==> src/logic/ettm_pkg.sv <==
// Constants for the 10-bit up-counting timer with three comparators.
// Assumes a single 50 MHz clock and an AXI4-Lite register port.
`default_nettype none
package ettm_pkg;
  localparam int unsigned ADDR_W        = 8;
  localparam int unsigned DATA_W        = 32;
  localparam int unsigned CNT_W         = 10;
  localparam int unsigned PER_W         = 3;
  localparam int unsigned PER_LSB       = 7;
  // Register byte addresses
  localparam logic [7:0] OFS_CTRL0      = 8'h00;
  localparam logic [7:0] OFS_CTRL1      = 8'h04;
  localparam logic [7:0] OFS_CTRL2      = 8'h08;
  localparam logic [7:0] OFS_CNT_LO     = 8'h0C;
  localparam logic [7:0] OFS_CNT_HI     = 8'h10;
  localparam logic [7:0] OFS_CMPA_LO    = 8'h14;
  localparam logic [7:0] OFS_CMPA_HI    = 8'h18;
  localparam logic [7:0] OFS_CMPB_LO    = 8'h1C;
  localparam logic [7:0] OFS_CMPB_HI    = 8'h20;
  // Reset values
  localparam logic [7:0] CTRL0_RST      = 8'h00;
  localparam logic [7:0] CTRL1_RST      = 8'h00;
  localparam logic [7:0] CTRL2_RST      = 8'h00;
  localparam logic [9:0] CMP_RST        = 10'h000;
  // Control 0 fields
  localparam int unsigned C0_PAUSE      = 7;
  localparam int unsigned C0_CKS_LSB    = 4;
  localparam int unsigned C0_ON         = 3;
  localparam int unsigned C0_PER_LSB    = 0;
  // Control 1 fields
  localparam int unsigned C1_MODE_LSB   = 6;
  localparam int unsigned C1_FUNC_LSB   = 4;
  localparam int unsigned C1_OCTL       = 3;
  localparam int unsigned C1_POL        = 2;
  localparam int unsigned C1_DIR        = 1;
  localparam int unsigned C1_CCLR       = 0;
  // Prescaler widths
  localparam int unsigned DIV4_W        = 2;
  localparam int unsigned HDIV_W        = 6;
  localparam logic [3:0] HDIV16_MASK    = 4'hF;
  // AXI responses
  localparam logic [1:0] RESP_OKAY      = 2'b00;
  localparam logic [1:0] RESP_SLVERR    = 2'b10;

  typedef enum logic [1:0] {
    ETTM_MODE_CMP  = 2'b00,
    ETTM_MODE_CAP  = 2'b01,
    ETTM_MODE_PWM  = 2'b10,
    ETTM_MODE_TMR  = 2'b11
  } ettm_mode_t;

  typedef enum logic [2:0] {
    ETTM_CK_SYS4   = 3'b000,
    ETTM_CK_SYS    = 3'b001,
    ETTM_CK_H16    = 3'b010,
    ETTM_CK_H64    = 3'b011,
    ETTM_CK_TBC    = 3'b100,
    ETTM_CK_RSVD   = 3'b101,
    ETTM_CK_EXTR   = 3'b110,
    ETTM_CK_EXTF   = 3'b111
  } ettm_cks_t;
endpackage
`default_nettype wire

==> src/logic/ettm_top.sv <==
// 10-bit up-counting timer with compare A/B, period P, capture and PWM on pin A.
// Assumes clock-synchronous inputs and ticks, and an AXI4-Lite master.
// Function
// 10-bit counter, internal or external clock
// A,B full compare; P on top bits
// Software clears counter only via on rising
// Overflow or match clears counter, raises event
// Pause bit holds counter, resume afterwards
// 3-bit clock source select, 101 stops
// On rising clears counter, falling stops, keeps
// Compare mode: on rising restores initial level
// Period match every 128 times value
// Clear select 0: P match clears counter; the code does not clear on P match in single pulse mode
// Channel A mode field decode
// Software turns off before mode changes
// Compare mode A match: none/low/high/toggle
// PWM mode: inactive/active/PWM/single pulse
// Capture edge: rise/fall/both/disabled
// Counter read-only pair, compare pairs RW
// Direction flag reads 0 when counting up
// Clear select 1: A match clears counter; the code clears on A match in compare and timer modes only
// Output control sets active level
// Polarity bit inverts pin A
// External clock synchronised, one count per edge
//
// The implementer's own choices: the placing of the registers and register access over AXI4-Lite.
`timescale 1ns/1ps
`default_nettype none
module ettm_top
  import ettm_pkg::*;
(
  // Clock, reset, enable
  input  wire logic                   mclk,
  input  wire logic                   rst_n,
  input  wire logic                   ce,
  // Internal clock ticks
  input  wire logic                   high_clock_tick,
  input  wire logic                   time_base_tick,
  // Pins
  input  wire logic                   external_clock_pin,
  input  wire logic                   pin_a_in,
  output var  logic                   output_pin_a,
  output var  logic                   output_pin_a_oe,
  // Events
  output var  logic                   event_a,
  output var  logic                   event_b,
  output var  logic                   event_p,
  // AXI4-Lite write
  input  wire logic [ettm_pkg::ADDR_W-1:0] s_axi_awaddr,
  input  wire logic                   s_axi_awvalid,
  output var  logic                   s_axi_awready,
  input  wire logic [ettm_pkg::DATA_W-1:0] s_axi_wdata,
  input  wire logic [3:0]             s_axi_wstrb,
  input  wire logic                   s_axi_wvalid,
  output var  logic                   s_axi_wready,
  output var  logic [1:0]             s_axi_bresp,
  output var  logic                   s_axi_bvalid,
  input  wire logic                   s_axi_bready,
  // AXI4-Lite read
  input  wire logic [ettm_pkg::ADDR_W-1:0] s_axi_araddr,
  input  wire logic                   s_axi_arvalid,
  output var  logic                   s_axi_arready,
  output var  logic [ettm_pkg::DATA_W-1:0] s_axi_rdata,
  output var  logic [1:0]             s_axi_rresp,
  output var  logic                   s_axi_rvalid,
  input  wire logic                   s_axi_rready
);
  import ettm_pkg::*;

  // Register state
  logic [7:0]       ctrl0_reg;
  logic [7:0]       ctrl1_reg;
  logic [7:0]       ctrl2_reg;
  logic [9:0]       cmpa_reg;
  logic [9:0]       cmpb_reg;
  logic [9:0]       cnt_reg;
  logic             on_dly_reg;
  logic             level_reg;
  logic [DIV4_W-1:0] div4_reg;
  logic [HDIV_W-1:0] hdiv_reg;
  logic [2:0]       ext_sync_reg;
  logic [1:0]       pin_sync_reg;
  // Bus state
  logic [ADDR_W-1:0] awaddr_reg;
  logic [ADDR_W-1:0] araddr_reg;
  logic [DATA_W-1:0] wdata_reg;
  logic [3:0]       wstrb_reg;
  logic             aw_have_reg;
  logic             w_have_reg;
  logic             ar_have_reg;

  // Field decode
  wire              pause_bit   = ctrl0_reg[C0_PAUSE];
  wire ettm_cks_t   cks         = ettm_cks_t'(ctrl0_reg[C0_CKS_LSB +: 3]);
  wire              on_bit      = ctrl0_reg[C0_ON];
  wire [PER_W-1:0]  per_val     = ctrl0_reg[C0_PER_LSB +: PER_W];
  wire ettm_mode_t  mode        = ettm_mode_t'(ctrl1_reg[C1_MODE_LSB +: 2]);
  wire [1:0]        func        = ctrl1_reg[C1_FUNC_LSB +: 2];
  wire              octl        = ctrl1_reg[C1_OCTL];
  wire              pol         = ctrl1_reg[C1_POL];
  wire              cclr        = ctrl1_reg[C1_CCLR];
  wire              is_cmp      = (mode == ETTM_MODE_CMP);
  wire              is_cap      = (mode == ETTM_MODE_CAP);
  wire              is_pwm      = (mode == ETTM_MODE_PWM);
  wire              is_tmr      = (mode == ETTM_MODE_TMR);
  wire              is_single   = is_pwm && (func == 2'b11);

  // Clock source selection
  wire              div4_tick   = (div4_reg == '0);
  wire              h16_tick    = high_clock_tick &&
                                  (hdiv_reg[3:0] == HDIV16_MASK);
  wire              h64_tick    = high_clock_tick && (&hdiv_reg);
  wire              ext_rise    = ext_sync_reg[1] && !ext_sync_reg[2];
  wire              ext_fall    = !ext_sync_reg[1] && ext_sync_reg[2];
  logic             src_tick;
  always_comb begin
    case (cks)
      ETTM_CK_SYS4: src_tick = div4_tick;
      ETTM_CK_SYS:  src_tick = 1'b1;
      ETTM_CK_H16:  src_tick = h16_tick;
      ETTM_CK_H64:  src_tick = h64_tick;
      ETTM_CK_TBC:  src_tick = time_base_tick;
      ETTM_CK_EXTR: src_tick = ext_rise;
      ETTM_CK_EXTF: src_tick = ext_fall;
      default:      src_tick = 1'b0;
    endcase
  end

  // Count and comparators
  wire              on_rise     = on_bit && !on_dly_reg;
  wire              run         = on_bit && on_dly_reg && !pause_bit;
  wire              tick        = run && src_tick;
  wire [9:0]        cnt_inc     = cnt_reg + 10'h001;
  wire              a_hit       = tick && (cnt_inc == cmpa_reg);
  wire              b_hit       = tick && (cnt_inc == cmpb_reg);
  wire              p_hit       = tick &&
                                  (cnt_inc[CNT_W-1:PER_LSB] == per_val) &&
                                  (cnt_inc[PER_LSB-1:0] == '0);
  wire              a_clears    = (is_cmp || is_tmr) && cclr;
  wire              p_clears    = !is_single && !a_clears;
  wire              p_event     = p_hit && !is_single && !a_clears;

  logic [9:0]       cnt_next;
  always_comb begin
    cnt_next = cnt_reg;
    if (on_rise) begin
      cnt_next = '0;
    end else if (tick) begin
      if ((a_hit && a_clears) || (p_hit && p_clears)) begin
        cnt_next = '0;
      end else begin
        cnt_next = cnt_inc;
      end
    end
  end

  // Capture edges on pin A
  wire              pin_rise    = pin_sync_reg[0] && !pin_sync_reg[1];
  wire              pin_fall    = !pin_sync_reg[0] && pin_sync_reg[1];
  logic             cap_hit;
  always_comb begin
    case (func)
      2'b00:   cap_hit = pin_rise;
      2'b01:   cap_hit = pin_fall;
      2'b10:   cap_hit = pin_rise || pin_fall;
      default: cap_hit = 1'b0;
    endcase
  end
  wire              capture     = is_cap && on_bit && cap_hit;

  // Output level before polarity
  wire              active_lvl  = octl;
  logic             level_next;
  always_comb begin
    level_next = level_reg;
    if (is_cmp) begin
      if (on_rise) begin
        level_next = octl;
      end else if (a_hit) begin
        case (func)
          2'b01:   level_next = 1'b0;
          2'b10:   level_next = 1'b1;
          2'b11:   level_next = !level_reg;
          default: level_next = level_reg;
        endcase
      end
    end else if (is_pwm) begin
      case (func)
        2'b00:   level_next = !active_lvl;
        2'b01:   level_next = active_lvl;
        2'b10:   level_next = (cnt_next < cmpa_reg) ? active_lvl
                                                    : !active_lvl;
        default: level_next = (on_bit && !a_hit) ? active_lvl
                                                 : !active_lvl;
      endcase
    end
  end

  // Bus decode
  wire              wr_go       = aw_have_reg && w_have_reg &&
                                  !s_axi_bvalid;
  wire              wr_lane0    = wr_go && wstrb_reg[0];
  wire              wr_lane1    = wr_go && wstrb_reg[1];
  wire [7:0]        wb0         = wdata_reg[7:0];
  wire [1:0]        wb1         = wdata_reg[1:0];
  wire              wr_c0       = wr_lane0 && (awaddr_reg == OFS_CTRL0);
  wire              wr_c1       = wr_lane0 && (awaddr_reg == OFS_CTRL1);
  wire              wr_c2       = wr_lane0 && (awaddr_reg == OFS_CTRL2);
  wire              wr_al       = wr_lane0 && (awaddr_reg == OFS_CMPA_LO);
  wire              wr_ah       = wr_lane0 && (awaddr_reg == OFS_CMPA_HI);
  wire              wr_bl       = wr_lane0 && (awaddr_reg == OFS_CMPB_LO);
  wire              wr_bh       = wr_lane0 && (awaddr_reg == OFS_CMPB_HI);
  wire              wr_mapped   = (awaddr_reg == OFS_CTRL0) ||
                                  (awaddr_reg == OFS_CTRL1) ||
                                  (awaddr_reg == OFS_CTRL2) ||
                                  (awaddr_reg == OFS_CNT_LO) ||
                                  (awaddr_reg == OFS_CNT_HI) ||
                                  (awaddr_reg == OFS_CMPA_LO) ||
                                  (awaddr_reg == OFS_CMPA_HI) ||
                                  (awaddr_reg == OFS_CMPB_LO) ||
                                  (awaddr_reg == OFS_CMPB_HI);
  wire              unused_lane = wr_lane1;
  wire              rd_go       = ar_have_reg && !s_axi_rvalid;
  wire [7:0]        ctrl1_view  = {ctrl1_reg[7:2], 1'b0, ctrl1_reg[0]};
  logic [7:0]       rd_byte;
  logic             rd_ok;
  always_comb begin
    rd_ok = 1'b1;
    case (araddr_reg)
      OFS_CTRL0:   rd_byte = ctrl0_reg;
      OFS_CTRL1:   rd_byte = ctrl1_view;
      OFS_CTRL2:   rd_byte = ctrl2_reg;
      OFS_CNT_LO:  rd_byte = cnt_reg[7:0];
      OFS_CNT_HI:  rd_byte = {6'h00, cnt_reg[9:8]};
      OFS_CMPA_LO: rd_byte = cmpa_reg[7:0];
      OFS_CMPA_HI: rd_byte = {6'h00, cmpa_reg[9:8]};
      OFS_CMPB_LO: rd_byte = cmpb_reg[7:0];
      OFS_CMPB_HI: rd_byte = {6'h00, cmpb_reg[9:8]};
      default: begin
        rd_byte = 8'h00;
        rd_ok   = 1'b0;
      end
    endcase
  end

  // Control 0 next, single pulse on-bit handling
  logic [7:0]       ctrl0_next;
  always_comb begin
    ctrl0_next = ctrl0_reg;
    if (is_single && a_hit) begin
      ctrl0_next[C0_ON] = 1'b0;
    end
    if (is_single && !on_bit &&
        ((cks != ETTM_CK_EXTF && ext_rise) ||
         (cks == ETTM_CK_EXTF && ext_fall))) begin
      ctrl0_next[C0_ON] = 1'b1;
    end
    if (wr_c0) begin
      ctrl0_next = wb0;
    end
  end

  // Compare A next, capture beats software
  logic [9:0]       cmpa_next;
  always_comb begin
    cmpa_next = cmpa_reg;
    if (wr_al) begin
      cmpa_next[7:0] = wb0;
    end
    if (wr_ah) begin
      cmpa_next[9:8] = wb0[1:0];
    end
    if (capture) begin
      cmpa_next = cnt_reg;
    end
  end

  // Timer state
  always_ff @(posedge mclk) begin
    if (!rst_n) begin
      ctrl0_reg    <= CTRL0_RST;
      ctrl1_reg    <= CTRL1_RST;
      ctrl2_reg    <= CTRL2_RST;
      cmpa_reg     <= CMP_RST;
      cmpb_reg     <= CMP_RST;
      cnt_reg      <= '0;
      on_dly_reg   <= 1'b0;
      level_reg    <= 1'b0;
      div4_reg     <= '0;
      hdiv_reg     <= '0;
      ext_sync_reg <= '0;
      pin_sync_reg <= '0;
    end else if (ce) begin
      ctrl0_reg    <= ctrl0_next;
      ctrl1_reg    <= wr_c1 ? {wb0[7:2], 1'b0, wb0[0]} : ctrl1_reg;
      ctrl2_reg    <= wr_c2 ? wb0 : ctrl2_reg;
      cmpa_reg     <= cmpa_next;
      cmpb_reg     <= {wr_bh ? wb1 : cmpb_reg[9:8],
                       wr_bl ? wb0 : cmpb_reg[7:0]};
      cnt_reg      <= cnt_next;
      on_dly_reg   <= on_bit;
      level_reg    <= level_next;
      div4_reg     <= div4_reg + 2'd1;
      hdiv_reg     <= high_clock_tick ? hdiv_reg + 6'd1 : hdiv_reg;
      ext_sync_reg <= {ext_sync_reg[1:0], external_clock_pin};
      pin_sync_reg <= {pin_sync_reg[0], pin_a_in};
    end
  end

  // Pin and events
  always_ff @(posedge mclk) begin
    if (!rst_n) begin
      output_pin_a    <= 1'b0;
      output_pin_a_oe <= 1'b0;
      event_a         <= 1'b0;
      event_b         <= 1'b0;
      event_p         <= 1'b0;
    end else if (ce) begin
      output_pin_a    <= level_next ^ pol;
      output_pin_a_oe <= is_cmp || is_pwm;
      event_a         <= a_hit || capture;
      event_b         <= b_hit;
      event_p         <= p_event;
    end
  end

  // AXI4-Lite slave
  always_ff @(posedge mclk) begin
    if (!rst_n) begin
      awaddr_reg    <= '0;
      araddr_reg    <= '0;
      wdata_reg     <= '0;
      wstrb_reg     <= '0;
      aw_have_reg   <= 1'b0;
      w_have_reg    <= 1'b0;
      ar_have_reg   <= 1'b0;
      s_axi_awready <= 1'b0;
      s_axi_wready  <= 1'b0;
      s_axi_arready <= 1'b0;
      s_axi_bvalid  <= 1'b0;
      s_axi_bresp   <= RESP_OKAY;
      s_axi_rvalid  <= 1'b0;
      s_axi_rresp   <= RESP_OKAY;
      s_axi_rdata   <= '0;
    end else if (ce) begin
      s_axi_awready <= !aw_have_reg && !(s_axi_awvalid && s_axi_awready);
      s_axi_wready  <= !w_have_reg && !(s_axi_wvalid && s_axi_wready);
      s_axi_arready <= !ar_have_reg && !(s_axi_arvalid && s_axi_arready);
      if (s_axi_awvalid && s_axi_awready) begin
        awaddr_reg  <= s_axi_awaddr;
        aw_have_reg <= 1'b1;
      end
      if (s_axi_wvalid && s_axi_wready) begin
        wdata_reg   <= s_axi_wdata;
        wstrb_reg   <= s_axi_wstrb;
        w_have_reg  <= 1'b1;
      end
      if (wr_go) begin
        s_axi_bvalid <= 1'b1;
        s_axi_bresp  <= (wr_mapped || unused_lane && 1'b0) ?
                        RESP_OKAY : RESP_SLVERR;
      end else if (s_axi_bvalid && s_axi_bready) begin
        s_axi_bvalid <= 1'b0;
        aw_have_reg  <= 1'b0;
        w_have_reg   <= 1'b0;
      end
      if (s_axi_arvalid && s_axi_arready) begin
        araddr_reg  <= s_axi_araddr;
        ar_have_reg <= 1'b1;
      end
      if (rd_go) begin
        s_axi_rvalid <= 1'b1;
        s_axi_rdata  <= {24'h00_0000, rd_byte};
        s_axi_rresp  <= rd_ok ? RESP_OKAY : RESP_SLVERR;
      end else if (s_axi_rvalid && s_axi_rready) begin
        s_axi_rvalid <= 1'b0;
        ar_have_reg  <= 1'b0;
      end
    end
  end
endmodule
`default_nettype wire

==> config.mk <==
export PLATFORM = sky130hd
export DESIGN_NAME = ettm_top
export DESIGN_NICKNAME = d
export VERILOG_FILES = /design/src/logic/ettm_pkg.sv /design/src/logic/ettm_top.sv
export SDC_FILE = /design/constraint.sdc
export NUM_CORES = 1
export LEC_CHECK = 0
export BUFFER_PORTS_ARGS = -buffer_cell sky130_fd_sc_hd__clkbuf_2
export CORE_MARGIN = 8
export CORE_UTILIZATION = 51
export DETAILED_ROUTE_END_ITERATION = 6
export PLACE_DENSITY = 0.84
export RECOVER_POWER = 25
export SYNTH_ARGS = -nofsm -noshare
export SYNTH_HDL_FRONTEND = slang
export SYNTH_SLANG_ARGS = --single-unit
==> constraint.sdc <==
create_clock -name mclk -period 4.5 [get_ports mclk]
set_clock_uncertainty 0.1 [all_clocks]
set_input_delay 0.9 -clock mclk [delete_from_list [all_inputs] [get_ports mclk]]
set_output_delay 0.9 -clock mclk [all_outputs]
set_load 0.03 [all_outputs]
==> results.md <==
- Crit path buf inv count: 3
- Post-route clock period utilization: 98.5%
- Starting Density: 51.4%
- Final hold violations: 0
- DR top layer: met4
- Place WS: -0.332 ns
- Vias in the first global route: 6205
- Max-cap violations: 1
- Core area: 0.0125 sq mm
- Leak Pwr: 3.15 nW
- Commonest non-fill, non-tap cell in the layout: nand2_1
- DP Wirelength: 13.3 mm
- Share of cells above drive strength 1: 19.1%
- Reg clk slew, reported paths: 0.05 ns
- DR WL met3: 1.52 mm
- Largest net degree at the start of global routing: 59
- Overall global routing resource usage: 23.6%
- Bufs on Longest Clock Path: 2
- TritonCTS clock tree: done
- Outcome: finished with violations
- Htree depth: 4
- Flop and latch count out of synthesis: 116
- Slew Limit Fails: 46
- ANT nets after route: 0
- Final setup viols: 0
- Syn Area/Cell: 7.96 sq um
- Critical-path cell list: ha_1 -> and3_4 -> buf_6 -> and3_1 -> buf_4 -> o21ai_0 -> o21ai_0 -> and4b_2 -> a21oi_4 -> buf_4 -> nand4b_1 -> a21oi_2 -> ha_4 -> a21oi_2 -> nand3_2 -> a211oi_2 -> nor2_1 -> a21o_1 -> o41a_1 -> a211oi_2 -> xnor2_1 -> a21oi_1
- Boundary pin count: 110
- Max Freq: 0.226 GHz
- Die area: 0.0164 sq mm
- Port-buffer cells: 56
- Post-synth EDFFs: 0
- Register Area: 0.00233 sq mm
- Clk sinks: 116
- CP max-delay cell: dfxtp_4
- Crit start category: flip-flop
- Register area share after synthesis: 36.2%
- Final setup margin: 0.0686 ns
- Fin Hold WS: 0.358 ns
- Via density: 5.88
- Top FF cell, synth: dfxtp_1
- Post-Layout Cell Count: 1080
- Met2 wire length: 9.01 mm
- R2r setup slk: 0.07 ns
- Mapped cell area: 0.00641 sq mm
- Power Density: 329 mW/mm^2
- Failing checks: design-rule violations, max-capacitance violations, max-slew violations
- First-pass GRT wire length: 30.9 mm
- Slew @ Worst Pin: 1.54 ns
- Worst Hold Class: reg -> reg
- Row count: 41
- Number of remaining DRC errors: 5
- CP required: 4.69 ns
- Routed WL per cell: 18.0 microns
- Fin area: 0.00786 sq mm
- Worst Setup End Kind: flip-flop
- Unrepaired setup endpoints after global routing: true
- Most frequent cells in the layout: 126 x nand2_1, 111 x dfxtp_1, 83 x nor2_1
- Via count: 6347
- Starting DRT DRC Count: 803
- Ant. Diodes: 0
- CTS root buffer: clkbuf_16
- M1 wire length: 7.86 mm
- Drt pass-1 iters: 7
- RePlAce Congestion: 1.01
- Largest stage delay, worst path: 0.36 ns
- Drt total wl: 19.5 mm
- Final core occ: 63.1%
- Category of the critical setup timing path: reg -> reg
- Placed instance area: 0.00709 sq mm
- Die height: 128 microns
- Initial antenna violation count: 0
- Synth cell types: 64
- Yosys Warn Count: 0
- Hold_buf cts: 0
- P&R area growth vs syn: 22.7%
- Grt total ovfl: 0
- Setup_tns: 0 ns
- Power Total: 2.58 mW
- Total CTS buffers: 17
- Worst IR Drop VDD: 0.000309 V
- Final nets: 977
- Async set-or-reset flop fraction in the synthesized netlist: 0%
- Worst path arrival time: 4.62 ns
- Headroom to the max-slew limit: -2.93%
- Die Wd: 128 microns
- Worst-path fanout max: 6
- CP delay by family, top: compound AO/OA/AOI/OAI gates
- Worst-skew pair later-pin latency: 0.42 ns
- Multi-input logic area: 0.00387 sq mm
- Final critical-path required period: 4.43 ns
- Fill cell count: 997
- Gate count of the mapped netlist: 805
- Placed insts: 1046
## layer usage
| metal | global-route usage [%] | up-vias |
|---|---|---|
| met5 | 0 | - |
| met3 | 4.53 | 89 |
| met1 | 28.1 | 2936 |
| met2 | 38.0 | 365 |
| li1 | - | 2957 |
| met4 | 16.1 | 0 |
## cell type report
type	count	area share [%]
Clock buffer	19	5.76
Clock inverter	13	1.86
Inverter	26	1.24
Multi-Input combinational cell	616	49.3
Sequential cell	116	29.7
Tap cell	172	2.74
Timing Repair Buffer	118	9.47
## worst min-delay path: stages (launching register included)
cell and delay, ns:
dfxtp_1 0.31, nand2_1 0.05, a21oi_1 0.05
## Yosys cell counts, types with 3 or more instances
| master | count | area, sq um |
|---|---|---|
| inv_1 | 26 | 97.6 |
| buf_1 | 4 | 15.0 |
| buf_4 | 29 | 218 |
| buf_2 | 6 | 30.0 |
| o21ai_0 | 24 | 120 |
| nand3b_1 | 4 | 30.0 |
| and3_1 | 16 | 100 |
| ha_1 | 18 | 225 |
| nand2_1 | 127 | 477 |
| dfxtp_1 | 116 | 2320 |
| xnor2_1 | 24 | 210 |
| a21oi_1 | 74 | 370 |
| nor4_1 | 7 | 43.8 |
| or2_2 | 3 | 18.8 |
| a31oi_1 | 6 | 37.5 |
| o22ai_1 | 3 | 18.8 |
| nand2b_1 | 4 | 25.0 |
| o211a_1 | 3 | 30.0 |
| a211oi_1 | 12 | 90.1 |
| xor2_1 | 17 | 149 |
| nor2b_1 | 9 | 56.3 |
| a222oi_1 | 14 | 140 |
| mux2i_1 | 43 | 430 |
| o31ai_1 | 3 | 22.5 |
| nand3_1 | 26 | 130 |
| a21o_1 | 4 | 30.0 |
| nor3_1 | 15 | 75.1 |
| clkbuf_1 | 31 | 116 |
| nor2_1 | 84 | 315 |
| nand4_1 | 9 | 56.3 |
## power by group
part	internal [mW]	switching, mW	total (mW)
combinational	0.0462	0.115	0.161
clock	0.850	0.510	1.36
sequential	1.04	0.0196	1.06
total	1.94	0.644	2.58
## final timing paths
check | start | endpoint | cells after the start
worst min-delay path | awaddr_reg[7] | awaddr_reg[7] | 2
worst min register to register | awaddr_reg[7] | awaddr_reg[7] | 2
worst max register to register | cnt_reg[0] | output_pin_a | 22
worst max-delay path | cnt_reg[0] | output_pin_a | 22
## logic make-up after synthesis
logic type,synth area share (%)
AO/OA/AOI/OAI,17.0
XOR/XNOR,5.96
adder cells (fa/ha/maj),3.52
buffers and inverters,7.79
flip-flops,36.2
multiplexers,6.89
other,0.0585
AND/OR/NAND/NOR,22.6
## repair_timing
item,4_1_cts,5_1_grt
resized for setup,5,35
setup buffers,0,2
endpoints found under the hold margin,0,0
endpoints found under the setup margin,2,2
pin swaps,2,4
Note: power is estimated with default switching activity, not from simulation.
